==> src/include/tcc_pkg.sv <==
// Package with register map, field layout and decode types of the timer control bank.
package tcc_pkg;

   // -----------------------------------------------------------------
   // Register map.
   // -----------------------------------------------------------------
   localparam logic [7:0] TCC_IDX_CLK = 8'h00;
   localparam logic [7:0] TCC_IDX_WAVE = 8'h01;
   localparam logic [7:0] TCC_IDX_CMP = 8'h02;
   localparam logic [7:0] TCC_IDX_EVT = 8'h03;
   localparam logic [7:0] TCC_IDX_BYTE = 8'h04;
   localparam logic [7:0] TCC_IDX_IRQ = 8'h06;
   localparam logic [7:0] TCC_IDX_STATUS = 8'h10;
   localparam logic [7:0] TCC_RESET_VAL = 8'h00;
   localparam logic [7:0] TCC_MASK_CLK = 8'h0F;
   localparam logic [7:0] TCC_MASK_WAVE = 8'hF7;
   localparam logic [7:0] TCC_MASK_CMP = 8'h0F;
   localparam logic [7:0] TCC_MASK_EVT = 8'hFF;
   localparam logic [7:0] TCC_MASK_BYTE = 8'h03;
   localparam logic [7:0] TCC_MASK_IRQ = 8'h0F;

   // -----------------------------------------------------------------
   // Field positions.
   // -----------------------------------------------------------------
   localparam int TCC_CHEN_LSB = 4;
   localparam int TCC_EVENT_DELAY_BIT = 4;
   localparam int TCC_EVENT_ACTION_SEL_LSB = 5;
   localparam int TCC_ERRLVL_LSB = 2;

   // -----------------------------------------------------------------
   // Codes.
   // -----------------------------------------------------------------
   localparam logic [3:0] TCC_CLK_OFF = 4'h0;
   localparam logic [3:0] TCC_CLK_DIV1 = 4'h1;
   localparam logic [2:0] TCC_WG_NORMAL = 3'h0;
   localparam logic [2:0] TCC_WG_FREQ = 3'h1;
   localparam logic [2:0] TCC_WG_ONE_SLOPE = 3'h3;
   localparam logic [2:0] TCC_WG_TWO_TOP = 3'h5;
   localparam logic [2:0] TCC_WG_TWO_BOTH = 3'h6;
   localparam logic [2:0] TCC_WG_TWO_BOTTOM = 3'h7;
   localparam logic [2:0] TCC_EV_NONE = 3'h0;
   localparam logic [2:0] TCC_EV_CAPT = 3'h1;
   localparam logic [2:0] TCC_EV_FREQ = 3'h5;
   localparam logic [2:0] TCC_EV_PW = 3'h6;
   localparam logic [2:0] TCC_EV_RSVD = 3'h7;
   localparam logic [1:0] TCC_BM_NORMAL = 2'h0;
   localparam logic [1:0] TCC_BM_UPPER_CLR = 2'h1;
   localparam logic [1:0] TCC_BM_SPLIT = 2'h2;
   localparam logic [9:0] TCC_DIV1024_MAX = 10'h3FF;

   typedef enum logic [1:0] {
      TCC_LVL_OFF,
      TCC_LVL_LOW,
      TCC_LVL_MED,
      TCC_LVL_HIGH
   } tcc_level_t;

   typedef struct packed {
      logic [7:0] adr;
      logic [7:0] dat;
      logic we;
      logic stb;
      logic cyc;
      logic sel;
   } tcc_wb_req_t;

   typedef struct packed {
      logic [2:0] waveform_mode_sel;
      logic [2:0] event_action_sel;
      logic [1:0] byte_mode_sel;
   } tcc_mode_t;

   // Maps the event channel used by capture channel ch for base channel n.
   function automatic logic [2:0] tcc_chan_map(input logic [2:0] n, input logic [1:0] ch);
      tcc_chan_map = n + {1'b0, ch};
   endfunction : tcc_chan_map

   // True for the three capture actions.
   function automatic logic tcc_is_capture(input logic [2:0] act);
      tcc_is_capture = (act == TCC_EV_CAPT) || (act == TCC_EV_FREQ) || (act == TCC_EV_PW);
   endfunction : tcc_is_capture

endpackage : tcc_pkg

==> src/tcc_ctrl.sv <==
// Control register bank of the 16-bit timer/counter with its decode logic.
//
// Implementation choice: the Wishbone interface to the registers.
`timescale 1ns/1ps
`default_nettype none
module tcc_ctrl
   import tcc_pkg::*;
(
   // Clock and reset.
   input wire logic clk_i,
   input wire logic rst_i,
   // Wishbone slave.
   input wire logic cyc_i,
   input wire logic stb_i,
   input wire logic we_i,
   input wire logic [7:0] adr_i,
   input wire logic [3:0] sel_i,
   input wire logic [31:0] dat_i,
   output logic [31:0] dat_o,
   output logic ack_o,
   // Event channels and counter state.
   input wire logic [7:0] event_ch_i,
   input wire logic [3:0] wave_result_i,
   input wire logic [3:0] port_out_i,
   input wire logic top_i,
   input wire logic bottom_i,
   // Decoded controls.
   output logic count_tick_o,
   output logic [3:0] pin_out_o,
   output logic [3:0] capture_event_o,
   output logic [3:0] capture_en_o,
   output logic action_event_o,
   output tcc_mode_t mode_o,
   output logic update_o,
   output logic overflow_event_o,
   output logic capture_mode_o,
   output logic upper_byte_clr_o,
   output logic split_mode_o,
   output tcc_level_t error_irq_level_o,
   output tcc_level_t overflow_irq_level_o
);

   // ------------------------------------------------------------
   // Registers.
   // ------------------------------------------------------------
   logic [7:0] clock_source_ctrl;
   logic [7:0] waveform_channel_ctrl;
   logic [7:0] compare_output_ctrl;
   logic [7:0] event_ctrl;
   logic [7:0] byte_mode_ctrl;
   logic [7:0] irq_level_ctrl_a;
   logic [9:0] prescale;
   logic [7:0] event_dly;
   logic [7:0] wave_out;

   tcc_wb_req_t req;
   assign req = '{adr: adr_i, dat: dat_i[7:0], we: we_i, stb: stb_i, cyc: cyc_i, sel: sel_i[0]};

   // ------------------------------------------------------------
   // Bus decode.
   // ------------------------------------------------------------
   wire logic bus_hit = req.cyc && req.stb && !ack_o;
   wire logic [7:0] reg_idx = {2'b00, req.adr[7:2]};
   wire logic wr_en = bus_hit && req.we && req.sel;
   wire logic wr_clk = wr_en && (reg_idx == TCC_IDX_CLK);
   wire logic wr_wave = wr_en && (reg_idx == TCC_IDX_WAVE);
   wire logic wr_cmp = wr_en && (reg_idx == TCC_IDX_CMP);
   wire logic wr_evt = wr_en && (reg_idx == TCC_IDX_EVT);
   wire logic wr_byte = wr_en && (reg_idx == TCC_IDX_BYTE);
   wire logic wr_irq = wr_en && (reg_idx == TCC_IDX_IRQ);

   // ------------------------------------------------------------
   // Field decode.
   // ------------------------------------------------------------
   wire logic [3:0] clock_source_sel = clock_source_ctrl[3:0];
   wire logic [2:0] waveform_mode_sel = waveform_channel_ctrl[2:0];
   wire logic [3:0] channel_enable = waveform_channel_ctrl[7:TCC_CHEN_LSB];
   wire logic [3:0] forced_output_value = compare_output_ctrl[3:0];
   wire logic [2:0] event_action_sel = event_ctrl[7:TCC_EVENT_ACTION_SEL_LSB];
   wire logic event_delay = event_ctrl[TCC_EVENT_DELAY_BIT];
   wire logic [3:0] event_source_sel = event_ctrl[3:0];
   wire logic [1:0] byte_mode_sel = byte_mode_ctrl[1:0];
   wire logic stopped = (clock_source_sel == TCC_CLK_OFF);
   wire logic is_capture = tcc_is_capture(event_action_sel);
   wire logic action_on = (event_action_sel != TCC_EV_NONE) &&
      (event_action_sel != TCC_EV_RSVD);
   wire logic source_on = event_source_sel[3];
   wire logic wave_mode = (waveform_mode_sel == TCC_WG_FREQ) ||
      (waveform_mode_sel == TCC_WG_ONE_SLOPE) || (waveform_mode_sel[2] && waveform_mode_sel[0]) ||
      (waveform_mode_sel == TCC_WG_TWO_BOTH);
   wire logic [7:0] ev_sel = event_delay ? event_dly : event_ch_i;

   // ------------------------------------------------------------
   // Clock source selection.
   // ------------------------------------------------------------
   logic tick;
   always_comb begin
      case (clock_source_sel)
         4'h0: tick = 1'b0;
         4'h1: tick = 1'b1;
         4'h2: tick = (prescale[0] == 1'b1);
         4'h3: tick = (prescale[1:0] == 2'h3);
         4'h4: tick = (prescale[2:0] == 3'h7);
         4'h5: tick = (prescale[5:0] == 6'h3F);
         4'h6: tick = (prescale[7:0] == 8'hFF);
         4'h7: tick = (prescale == TCC_DIV1024_MAX);
         default: tick = event_ch_i[clock_source_sel[2:0]];
      endcase
   end
   assign count_tick_o = tick;

   // ------------------------------------------------------------
   // Event routing.
   // ------------------------------------------------------------
   always_comb begin
      for (int i = 0; i < 4; i++) begin
         capture_event_o[i] = is_capture && source_on && channel_enable[i] &&
            ev_sel[tcc_chan_map(event_source_sel[2:0], 2'(i))];
      end
   end
   assign action_event_o = action_on && source_on && ev_sel[event_source_sel[2:0]];
   assign capture_en_o = is_capture ? channel_enable : 4'h0;
   assign capture_mode_o = is_capture;

   // ------------------------------------------------------------
   // Waveform mode decode.
   // ------------------------------------------------------------
   always_comb begin
      case (waveform_mode_sel)
         TCC_WG_NORMAL, TCC_WG_FREQ: begin
            update_o = top_i;
            overflow_event_o = top_i;
         end
         TCC_WG_ONE_SLOPE, TCC_WG_TWO_BOTTOM: begin
            update_o = bottom_i;
            overflow_event_o = bottom_i;
         end
         TCC_WG_TWO_TOP: begin
            update_o = bottom_i;
            overflow_event_o = top_i;
         end
         TCC_WG_TWO_BOTH: begin
            update_o = bottom_i;
            overflow_event_o = top_i || bottom_i;
         end
         default: begin
            update_o = 1'b0;
            overflow_event_o = 1'b0;
         end
      endcase
   end
   assign mode_o = '{waveform_mode_sel: waveform_mode_sel, event_action_sel: event_action_sel,
                     byte_mode_sel: byte_mode_sel};
   assign upper_byte_clr_o = (byte_mode_sel == TCC_BM_UPPER_CLR);
   assign split_mode_o = (byte_mode_sel == TCC_BM_SPLIT);
   assign error_irq_level_o = tcc_level_t'(irq_level_ctrl_a[3:TCC_ERRLVL_LSB]);
   assign overflow_irq_level_o = tcc_level_t'(irq_level_ctrl_a[1:0]);

   // ------------------------------------------------------------
   // Pin override.
   // ------------------------------------------------------------
   wire logic [3:0] wave_level = stopped ? forced_output_value : wave_result_i;
   always_comb begin
      for (int i = 0; i < 4; i++) begin
         pin_out_o[i] = (wave_mode && !action_on && channel_enable[i]) ?
            wave_out[i] : port_out_i[i];
      end
   end

   // ------------------------------------------------------------
   // Read mux.
   // ------------------------------------------------------------
   logic [7:0] rd_val;
   always_comb begin
      case (reg_idx)
         TCC_IDX_CLK: rd_val = clock_source_ctrl;
         TCC_IDX_WAVE: rd_val = waveform_channel_ctrl;
         TCC_IDX_CMP: rd_val = compare_output_ctrl;
         TCC_IDX_EVT: rd_val = event_ctrl;
         TCC_IDX_BYTE: rd_val = byte_mode_ctrl;
         TCC_IDX_IRQ: rd_val = irq_level_ctrl_a;
         TCC_IDX_STATUS: rd_val = {4'h0, wave_out[3:0]};
         default: rd_val = 8'h00;
      endcase
   end

   // ------------------------------------------------------------
   // Sequential state.
   // ------------------------------------------------------------
   always_ff @(posedge clk_i) begin
      if (rst_i) begin
         clock_source_ctrl <= TCC_RESET_VAL;
         waveform_channel_ctrl <= TCC_RESET_VAL;
         compare_output_ctrl <= TCC_RESET_VAL;
         event_ctrl <= TCC_RESET_VAL;
         byte_mode_ctrl <= TCC_RESET_VAL;
         irq_level_ctrl_a <= TCC_RESET_VAL;
      end else begin
         if (wr_clk) clock_source_ctrl <= req.dat & TCC_MASK_CLK;
         if (wr_wave) waveform_channel_ctrl <= req.dat & TCC_MASK_WAVE;
         if (wr_cmp) compare_output_ctrl <= req.dat & TCC_MASK_CMP;
         if (wr_evt) event_ctrl <= req.dat & TCC_MASK_EVT;
         if (wr_byte) byte_mode_ctrl <= req.dat & TCC_MASK_BYTE;
         if (wr_irq) irq_level_ctrl_a <= req.dat & TCC_MASK_IRQ;
      end
   end

   always_ff @(posedge clk_i) begin
      if (rst_i) begin
         prescale <= 10'h000;
         event_dly <= 8'h00;
         wave_out <= 8'h00;
      end else begin
         prescale <= stopped ? 10'h000 : prescale + 10'h001;
         event_dly <= event_ch_i;
         wave_out <= {4'h0, wave_level};
      end
   end

   always_ff @(posedge clk_i) begin
      if (rst_i) begin
         ack_o <= 1'b0;
         dat_o <= 32'h0000_0000;
      end else begin
         ack_o <= bus_hit;
         dat_o <= bus_hit ? {24'h000000, rd_val} : 32'h0000_0000;
      end
   end

   // ------------------------------------------------------------
   // Assertions.
   // ------------------------------------------------------------
   a_off_no_tick: assert property (@(posedge clk_i) disable iff (rst_i)
      stopped |-> !count_tick_o) else $error("Tick while stopped.");
   a_div1_tick: assert property (@(posedge clk_i) disable iff (rst_i)
      (clock_source_sel == TCC_CLK_DIV1) |-> count_tick_o) else $error("Undivided clock lost.");
   a_pin_override: assert property (@(posedge clk_i) disable iff (rst_i)
      (wave_mode && !action_on && channel_enable[0]) |-> pin_out_o[0] == wave_out[0])
      else $error("Waveform did not reach pin.");
   a_normal_port: assert property (@(posedge clk_i) disable iff (rst_i)
      (waveform_mode_sel == TCC_WG_NORMAL) |-> pin_out_o == port_out_i)
      else $error("Normal mode drove a pin.");
   a_forced_level: assert property (@(posedge clk_i) disable iff (rst_i)
      (stopped && $stable(compare_output_ctrl)) |=> wave_out[3:0] == $past(forced_output_value))
      else $error("Forced level not applied.");
   a_capture_gate: assert property (@(posedge clk_i) disable iff (rst_i)
      !is_capture |-> capture_event_o == 4'h0) else $error("Capture outside capture mode.");
   a_event_delay: assert property (@(posedge clk_i) disable iff (rst_i)
      (event_delay && action_on && source_on && $stable(event_source_sel) &&
       $past(event_ch_i[event_source_sel[2:0]]))
      |-> action_event_o) else $error("Delayed event missing.");
   a_action_none: assert property (@(posedge clk_i) disable iff (rst_i)
      (event_action_sel == TCC_EV_NONE) |-> !action_event_o) else $error("Event without action.");
   a_both_ovf: assert property (@(posedge clk_i) disable iff (rst_i)
      (waveform_mode_sel == TCC_WG_TWO_BOTH && bottom_i) |-> overflow_event_o && update_o)
      else $error("Bottom event missing.");
   a_top_update: assert property (@(posedge clk_i) disable iff (rst_i)
      (waveform_mode_sel == TCC_WG_ONE_SLOPE && top_i && !bottom_i) |-> !update_o)
      else $error("Update at top in one-slope.");
   a_split: assert property (@(posedge clk_i) disable iff (rst_i)
      split_mode_o |-> byte_mode_ctrl[1:0] == TCC_BM_SPLIT) else $error("Split decode wrong.");
   a_ack_drop: assert property (@(posedge clk_i) disable iff (rst_i)
      ack_o |=> !ack_o) else $error("Ack held.");
   a_level_off: assert property (@(posedge clk_i) disable iff (rst_i)
      (irq_level_ctrl_a[1:0] == 2'h0) |-> overflow_irq_level_o == TCC_LVL_OFF)
      else $error("Level zero enabled.");
   a_capture_map: assert property (@(posedge clk_i) disable iff (rst_i)
      (is_capture && source_on && channel_enable[1] && !event_delay) |->
      capture_event_o[1] == event_ch_i[3'(event_source_sel[2:0] + 3'h1)])
      else $error("Capture channel mapping wrong.");
   a_normal_update: assert property (@(posedge clk_i) disable iff (rst_i)
      (waveform_mode_sel == TCC_WG_NORMAL) |-> update_o == top_i && overflow_event_o == top_i)
      else $error("Normal mode update wrong.");
   a_upper_clear: assert property (@(posedge clk_i) disable iff (rst_i)
      (byte_mode_sel == TCC_BM_UPPER_CLR) |-> upper_byte_clr_o && !split_mode_o)
      else $error("Upper byte clear missing.");

   c_capture: cover property (@(posedge clk_i) disable iff (rst_i) capture_event_o != 4'h0);
   c_pwm_pin: cover property (@(posedge clk_i) disable iff (rst_i)
      wave_mode && channel_enable != 4'h0 && !stopped);
   c_delay: cover property (@(posedge clk_i) disable iff (rst_i) event_delay && action_event_o);

endmodule : tcc_ctrl
`default_nettype wire

==> config.mk <==
export PLATFORM = sky130hd
export DESIGN_NAME = tcc_ctrl
export DESIGN_NICKNAME = d
export VERILOG_FILES = /design/src/include/tcc_pkg.sv /design/src/tcc_ctrl.sv
export SDC_FILE = /design/constraint.sdc
export NUM_CORES = 1
export LEC_CHECK = 0
export ABC_AREA = 1
export BUFFER_PORTS_ARGS = -buffer_cell sky130_fd_sc_hd__buf_2
export CELL_PAD_IN_SITES_DETAIL_PLACEMENT = 0
export CELL_PAD_IN_SITES_GLOBAL_PLACEMENT = 1
export CORE_MARGIN = 8
export CORE_UTILIZATION = 25
export CTS_CLUSTER_DIAMETER = 150
export DETAILED_ROUTE_END_ITERATION = 8
export PLACE_DENSITY = 0.64
export SLEW_MARGIN = 20
export SYNTH_ARGS = -nofsm -noshare
export SYNTH_HDL_FRONTEND = slang
export SYNTH_SLANG_ARGS = --single-unit
==> constraint.sdc <==
create_clock -name clk_i -period 4.3 [get_ports clk_i]
set_clock_uncertainty 0.1 [all_clocks]
set_input_delay 0.645 -clock clk_i [delete_from_list [all_inputs] [get_ports clk_i]]
set_output_delay 0.645 -clock clk_i [all_outputs]
set_load 0.03 [all_outputs]
==> results of run 1 <==
## critical path, delay by kind of cell, from the launching register on
kind / cells / cell delay, ps
DFF: 1 / 600
buffers and inverters: 3 / 690
and+or+nand+nor: 4 / 310
adders and majority gates: 1 / 440
## kinds of logic (layout without fill, tap and decap cells)
kind of cell,after synthesis,in the layout,synth area share (%)
XOR/XNOR,2,2,0.504
AO/OA/AOI/OAI,74,74,11.3
flip-flops,60,60,34.5
AND/OR/NAND/NOR,295,295,37.8
adder cells (fa/ha/maj),4,4,1.44
buffers and inverters,96,148,14.4
other,1,24,0.108
## registers in the layout, indices dropped and copies added, names as in the netlist, 4 cells and up
name / cells
clock_source_ctrl: 4
compare_output_ctrl: 4
dat_o: 8
event_ctrl: 8
event_dly: 8
irq_level_ctrl_a: 4
prescale: 10
wave_out: 4
waveform_channel_ctrl: 7
## synthesized netlist by cell type, types with 2 or more instances
| master | n | area [sq um] |
|---|---|---|
| or2_2 | 3 | 18.8 |
| nor2_4 | 7 | 78.8 |
| nand2_2 | 6 | 37.5 |
| nand2_1 | 104 | 390 |
| dfxtp_1 | 60 | 1200 |
| nor2_2 | 3 | 18.8 |
| buf_4 | 31 | 233 |
| clkinv_1 | 2 | 7.51 |
| o21ai_0 | 33 | 165 |
| buf_6 | 2 | 22.5 |
| ha_1 | 4 | 50.1 |
| a21oi_1 | 24 | 120 |
| buf_2 | 3 | 15.0 |
| clkinv_2 | 3 | 15.0 |
| inv_1 | 46 | 173 |
| clkbuf_1 | 6 | 22.5 |
| o21ai_1 | 9 | 45.0 |
| nand4_1 | 16 | 100 |
| inv_2 | 3 | 11.3 |
| nand3_1 | 47 | 235 |
| nor2_1 | 104 | 390 |
| nand3_2 | 2 | 20.0 |
| a22oi_1 | 4 | 30.0 |
## worst paths after layout
| kind | from | endpoint | slack [ps] | cells past startpoint |
|---|---|---|---|---|
| hold / removal | prescale[0]$_SDFF_PP0_ | prescale[0]$_SDFF_PP0_ | 380 | 1 |
| setup reg to reg | prescale[0]$_SDFF_PP0_ | prescale[8]$_SDFF_PP0_ | 2670 | 6 |
| hold reg to reg | prescale[0]$_SDFF_PP0_ | prescale[0]$_SDFF_PP0_ | 380 | 1 |
| setup / recovery | event_ctrl[0]$_SDFFE_PP0P_ | capture_event_o[3] | 1200 | 8 |
## power by group through the flow
stage               Clock, W  Sequential [W]  Combinational (W)
floorplan                  0        0.000575          0.0000945
global placement           0        0.000575           0.000116
detailed placement         0        0.000575           0.000117
CTS                 0.000753        0.000563           0.000117
global route        0.000785        0.000563           0.000130
finish              0.000736        0.000563           0.000117
## metal layers
metal | vias up | global-route usage [%] | wire (um) | part of all wire (%)
met5 | - | 0 | 0 | 0
met4 | 0 | 2.50 | 41 | 0.39
met3 | 2 | 3.52 | 633 | 6.1
met2 | 77 | 19.1 | 4840 | 46
met1 | 1543 | 14.7 | 4910 | 47
li1 | 1797 | - | - | -
## stage by stage
stage	setup slack (ps)	total power [W]	instance area (sq um)	utilization [%]
2_1_floorplan	1960	0.000670	3560	-
3_3_place_gp	1540	0.000691	3890	28.4
3_5_place_dp	1520	0.000692	3890	28.4
4_1_cts	1170	0.00143	4200	30.6
5_1_grt	995	0.00148	4200	30.6
6_report	1200	0.00142	4200	30.6
## cell type report
cell class / count / share of cell area (%)
clock buffers: 11 / 6.01
clock inverters: 5 / 1.43
inverters: 54 / 4.91
multi-input cells: 399 / 44.4
flip-flops and latches: 60 / 28.6
well taps: 180 / 5.36
repair buffers: 78 / 9.35
==> impl_metrics.ini, run 1 <==
[status]
status = complete, no violations

[pwr]
total_leakage_power_nw = 1.89
clkPwrFrac_pct = 52.0
intPower_w = 0.00107
power.switching_w = 0.000346
vdd_drop_max_v = 0.000221
powerDensity_nw_per_um2 = 337
combPwrFrac_pct = 8.3
seq_power_share_pct = 39.7
p_sw_share_pct = 24.4

[setup_path]
worst_path_most_repeated_cell = nand3_1
cp-end-kind = primary output
startpoint_type = flip-flop
crit_slowest_cell = dfxtp_1
crit_required_ps = 3560
crit_type = reg2out
path_max_fanout = 12
path_cells = clkinv_1 > ha_1 > inv_1 > nand3_1 > nand3_1 > nand2_1 > nor2_1 > buf_2
slowest_delay_ps = 600
cp.arrival_ps = 2360

[yosys]
async_flop_share_pct = 0
yosys.cell_types.count = 33
synth_top_flop_cell = dfxtp_1
syn_avg_cell_area_sq_um = 6.54
ys_seq_area_share_pct = 34.5
syn-instance-count = 532
syn_area_sq_um = 3480
ys_seq_elements = 60
synth_edf_count = 0
yosysWarningCount = 0

[sta]
fin_crit_ps = 3100
drv_slew = 0
relSlewSlack_pct = 62.9
holdWs_ps = 381
tightest_slew_ps = 556
setup_violations = 0
rsz0062_at_grt = false
tns_ps = 0
hold_violations = 0
max_freq_ghz = 0.322
finalCritPeriodShare_pct = 72.2

[cells_and_area]
insertedDiodeCount = 0
fill_cells = 1545
ff_latch_area_sq_um = 1200
nets = 673
multiInputGateArea_sq_um = 1860
instances_no_fill = 787
final_cell_mix = nor2_1 (104), nand2_1 (104), buf_2 (77), dfxtp_1 (60), nand3_1 (47)
synthToLayoutAreaGrowth_pct = 20.8
drive_gt1_share_pct = 20.4

[drt]
postRouteAntennaNets = 0
drc = 0
vias = 3419
dr.first_iter.drc_count = 278
wl_mm = 10.4
wl_per_cell_um = 13.2
vias_per_cell = 4.34
drt_first_pass_iters = 5

[hold_path]
hp-class = reg2reg

[placement]
gp_congestion = 0.811
numPortBuffers = 77
hpwl_mm = 8.35
dp.cells = 771

[clocking]
cts_tree = built
cts_hold_buf = 0
clock_tree.root_cell = clkbuf_16
cts_sinks = 60
cts_resized = 0
max-clock-path-buffers = 2
cts_setup_buffers = 0
cts_made_buffers = 9
htreeDepth = 3
clk_pin_slew_worst_paths_ps = 50
clkLatencyLatePin_ps = 320

[global_route]
grt-ovfl-total = 0
first_global_vias = 3377
grt_pass1_wl_mm = 17.0
grt_use_total_pct = 11.7
grt_antenna_before_repair = 0
grt_start_max_net_pins = 33

[die]
rows = 43
dieArea_sq_um = 17900
ios = 131
start_util_pct = 25.4
fp.dieW_um = 134
die_y_um = 134
core_area_sq_um = 13700

[job]
max-cap-violations = 0
Note: power is estimated with default switching activity, not from simulation.
==> inputs of run 2 (changes only) <==
PLACE_DENSITY = 0.66   (was 0.64)
clock period = 2.7 ns   (was 4.3 ns; I/O delays follow)
==> run 2 against run 1 <==
Power is 56% higher. Wire length decreased by 0.69%. Worst setup slack worse by 880 ps. Global-route usage fell by 0.072 points. Critical path depth unchanged. Via count is 1.3% higher. Die area stayed put.
==> impl_metrics.ini, run 2 (synthesis gave the netlist of run 1 again) <==
[status]
status = complete, no violations

[pwr]
vdd_drop_max_v = 0.000253
combPwrFrac_pct = 8.5
power.switching_w = 0.000518
power_w = 0.00221
intPower_w = 0.00169
seq_power_share_pct = 40.6
p_sw_share_pct = 23.5
powerDensity_nw_per_um2 = 523
total_leakage_power_nw = 1.92
clkPwrFrac_pct = 50.9

[clocking]
cts_hold_buf = 0
clkLatencyLatePin_ps = 320
clk_pin_slew_worst_paths_ps = 50
cts_sinks = 60
cts_made_buffers = 9
clock_tree.root_cell = clkbuf_16
cts_tree = built
cts_resized = 0
cts_setup_buffers = 0
htreeDepth = 3
max-clock-path-buffers = 2

[placement]
hpwl_mm = 8.43
post_dp_cell_area_sq_um = 3920
dp.cells = 775
gp_congestion = 0.801
numPortBuffers = 77

[die]
core_area_sq_um = 13700
start_util_pct = 25.4
fp.dieW_um = 134
ios = 131
die_y_um = 134
rows = 43
dieArea_sq_um = 17900

[cells_and_area]
drive_gt1_share_pct = 20.6
instances_no_fill = 791
final_cell_mix = nor2_1 (104), nand2_1 (104), buf_2 (77), dfxtp_1 (60), nand3_1 (47)
largest_register_ff_count = 10
nets = 677
fill_cells = 1524
insertedDiodeCount = 0
final_area_sq_um = 4220
synthToLayoutAreaGrowth_pct = 21.4
largest-register = prescale

[drt]
vias_per_cell = 4.38
drc = 0
wl_per_cell_um = 13.1
drt_first_pass_iters = 5
wl_mm = 10.3
postRouteAntennaNets = 0
dr.first_iter.drc_count = 194
vias = 3464

[global_route]
first_global_vias = 3396
grt_use_total_pct = 11.6
grt_pass1_wl_mm = 16.8
grt_start_max_net_pins = 18
grt_antenna_before_repair = 1
grt-ovfl-total = 0

[setup_path]
cp.arrival_ps = 1880
cp-end-kind = primary output
startpoint_type = flip-flop
rrSetupSlack_ps = 1100
crit_required_ps = 2190
path_max_fanout = 7
crit_type = reg2out

[hold_path]
hp-class = in2reg

[sta]
max_freq_ghz = 0.420
finalCritPeriodShare_pct = 88.2
rsz0062_at_grt = false
holdWs_ps = 222
hold_violations = 0
drv_slew = 0
tns_ps = 0
fin_crit_ps = 2380
setup_violations = 0

[job]
max-cap-violations = 0
-- run 2: final timing paths --
path / from / to / cells after the start
worst max-delay path: event_ctrl[1]$_SDFFE_PP0P_ / capture_event_o[1] / 8
worst min-delay path: event_ch_i[3] / event_dly[3]$_SDFF_PP0_ / 3
worst max register to register: clock_source_ctrl[0]$_SDFFE_PP0P_ / prescale[3]$_SDFF_PP0_ / 6
worst min register to register: prescale[0]$_SDFF_PP0_ / prescale[0]$_SDFF_PP0_ / 1
-- run 2: through the flow --
step                setup WS, ps  util, %
global placement             685     28.6
floorplan                    599        -
global route                 111     30.8
CTS                          294     30.8
finish                       319     30.8
detailed placement           655     28.6
-- run 2: layout make-up --
cell class | instances | area [sq um] | area share [%]
repair buffers | 82 | 423 | 10.0
clock buffers | 16 | 302 | 7.14
flip-flops and latches | 60 | 1200 | 28.5
multi-input cells | 399 | 1860 | 44.2
inverters | 54 | 206 | 4.89
well taps | 180 | 225 | 5.33
-- run 2: power groups by stage --
stage	registers, W	logic [W]	clock network, W
6_report	0.000897	0.000187	0.00112
5_1_grt	0.000897	0.000209	0.00119
4_1_cts	0.000896	0.000188	0.00116
3_5_place_dp	0.000915	0.000187	0
3_3_place_gp	0.000915	0.000187	0
2_1_floorplan	0.000916	0.000151	0
-- run 2: layer usage --
metal / track usage, % / up-vias / share of wire, %
met5: 0 / - / 0.077
met4: 2.99 / 2 / 0.34
met3: 3.33 / 6 / 6.9
met2: 19.5 / 82 / 48
met1: 14.1 / 1567 / 45
li1: - / 1807 / -
-- run 2: critical path, cell delays in order, from the launching register on --
cell and delay [ps]:
dfxtp_1 450, inv_1 100, ha_1 350, inv_1 140
nand3_1 90, nand3_1 90, nand2_1 50, nor2_1 80
buf_2 210
==> inputs of run 3 (changes only) <==
ABC_AREA = default   (was 1)
PLACE_DENSITY = 0.61   (was 0.66)
==> run 3 against run 2 <==
Register-to-register slack lost 400 ps. Worst hold slack better by 9.7 ps. Cell count is 17% lower. Sequential power about the same. Worst setup slack got worse by 230 ps. Largest cell class unchanged. Highest routed layer unchanged.
==> impl_metrics.ini, run 3 <==
[sta]
max_freq_ghz = 0.383
setup_violations = 0
holdWs_ps = 232
hold_violations = 0
relSlewSlack_pct = 55.6
finalCritPeriodShare_pct = 96.7
tns_ps = 0
fin_crit_ps = 2610
tightest_slew_ps = 660
rsz0062_at_grt = true
drv_slew = 0

[yosys]
synthMostInstantiatedCell = dfxtp_1
yosys-top-cells-area = dfxtp_1 (33%), mux2i_1 (14%), mux4_2 (6.8%)
syn_avg_cell_area_sq_um = 9.31
yosysWarningCount = 0
synth_top_flop_cell = dfxtp_1
async_flop_share_pct = 0
yosys.cell_types.count = 49
synth_edf_count = 0
synth_common_cells = dfxtp_1 (60), mux2i_1 (52), nor2_1 (44)
yosysTopAreaCellShare_pct = 32.8
syn-instance-count = 394
syn_area_sq_um = 3670
ys_seq_elements = 60
synth_top_cell_by_area = dfxtp_1
ys_seq_area_share_pct = 32.8

[cells_and_area]
synthToLayoutAreaGrowth_pct = 21.9
final_common_cell = buf_2
drive_gt1_share_pct = 29.0
fill_cells = 1521
nets = 538
final_cell_mix = buf_2 (77), dfxtp_1 (60), mux2i_1 (52), nor2_1 (44), nand2b_1 (26)
largest_register_ff_count = 10
largest-register = prescale

[status]
status = complete, no violations

[setup_path]
path_cells = buf_4 > mux4_2 > a2bb2oi_1 > a32oi_2 > nor2_1 > buf_2
cp.arrival_ps = 2110
cp-end-kind = primary output
crit-reg2reg-capture = byte_mode_ctrl[0]$_SDFFE_PP0P_
r2r-start = ack_o$_SDFF_PP0_
rrSetupSlack_ps = 700
slowest_delay_ps = 520
crit_slowest_cell = mux4_2
r2r_cells = 4
critPathLaunch = event_ctrl[0]$_SDFFE_PP0P_
crit_type = reg2out
path_max_fanout = 13
startpoint_type = flip-flop
crit_required_ps = 2190
crit_path_end = capture_event_o[0]

[global_route]
grt_start_max_net_pins = 26
grt_antenna_before_repair = 3
grt_pass1_wl_mm = 16.2
grt_use_total_pct = 11.0
first_global_vias = 3077
grt-ovfl-total = 0

[clocking]
cts_sinks = 60
clock_tree.root_cell = clkbuf_16
htreeDepth = 3
clk_pin_slew_worst_paths_ps = 50
cts_tree = built
cts_made_buffers = 9
clkLatencyLatePin_ps = 320
max-clock-path-buffers = 2

[drt]
drc = 0
drt_first_pass_iters = 5
dr.first_iter.drc_count = 162
vias_per_cell = 4.61
wl_mm = 10.5
postRouteAntennaNets = 0
wl_per_cell_um = 15.9
vias = 3029

[placement]
numPortBuffers = 77
gp_congestion = 0.808
hpwl_mm = 8.24

[die]
dieArea_sq_um = 18800
ios = 131
core_area_sq_um = 14400
rows = 44
fp.dieW_um = 137
start_util_pct = 25.4
die_y_um = 137

[pwr]
powerDensity_nw_per_um2 = 498
total_leakage_power_nw = 1.79
vdd_drop_max_v = 0.000276

[job]
max-cap-violations = 0

[hold_path]
hp-class = in2reg
## run 3: per-layer routing
metal  track usage [%]  routed length [um]  vias to the layer above
met5                 0                  23                        -
met4              3.44                 123                        4
met3              3.30                 866                       15
met2              17.2                4650                       90
met1              14.2                4790                     1432
li1                  -                   -                     1488
## run 3: cells by family (layout without fill, tap and decap cells)
kind of cell    count (synthesis)  in the layout  share of synthesized area (%)
compound gates                 40             40                           7.51
other cells                     1             25                          0.102
simple gates                  155            155                           24.1
mux                            69             69                           22.8
xor+xnor                        9              9                           2.15
fa+ha+maj                       5              5                           1.64
flops                          60             60                           32.8
buf+inv                        55            110                           8.94
## run 3: worst min-delay path by stage
stage | startpoint | to | slack [ps] | depth (start not counted)
floorplan | prescale[0]$_SDFF_PP0_ | prescale[0]$_SDFF_PP0_ | 340 | 1
global placement | prescale[0]$_SDFF_PP0_ | prescale[0]$_SDFF_PP0_ | 370 | 1
detailed placement | prescale[0]$_SDFF_PP0_ | prescale[0]$_SDFF_PP0_ | 380 | 1
CTS | wave_result_i[2] | wave_out[2]$_SDFF_PP0_ | 230 | 3
global route | wave_result_i[1] | wave_out[1]$_SDFF_PP0_ | 250 | 3
finish | wave_result_i[2] | wave_out[2]$_SDFF_PP0_ | 230 | 3
## run 3: worst max-delay path, delay by kind of cell, from the launching register on
kind,cells,cell delay [ps]
muxes,1,520
AOI/OAI and AO/OA,2,440
buffers and inverters,2,390
DFF,1,330
and+or+nand+nor,1,90
## run 3: through the flow
stage               worst slack (ps)  cell area, sq um  instances  utilization (%)  power, W
floorplan                       29.9              3760        417                -   0.00108
global placement                 175              4140        638             28.7   0.00112
CTS                             55.6              4450        654             30.9   0.00224
detailed placement               166              4140        638             28.7   0.00112
finish                          89.3              4470        657             31.0   0.00223
global route                   -7.30              4470        657             31.0   0.00231
## run 3: area by class of cell
type / instances / area, sq um / area share [%]
diodes: 1 / 2.50 / 0.0560
clock buffers: 10 / 229 / 5.12
clock inverters: 6 / 65.1 / 1.46
inverters: 6 / 22.5 / 0.504
multi-input cells: 302 / 2250 / 50.4
flip-flops and latches: 60 / 1200 / 26.9
well taps: 184 / 230 / 5.15
repair buffers: 88 / 468 / 10.5
## run 3: repair_timing
item | CTS | global route
buffers inserted | 0 | 2
endpoints found under the setup margin | 3 | 2
resized for setup | 3 | 0
pin swaps | 0 | 1
hold buffers | 0 | 0
## run 3: power breakdown
group / switching [W] / internal (W) / leakage [nW] / total, W
sequential: 0.00000530 / 0.000893 / 0.485 / 0.000899
clock: 0.000412 / 0.000713 / 0.142 / 0.00113
combinational: 0.000138 / 0.0000660 / 1.16 / 0.000204
total: 0.000556 / 0.00167 / 1.79 / 0.00223
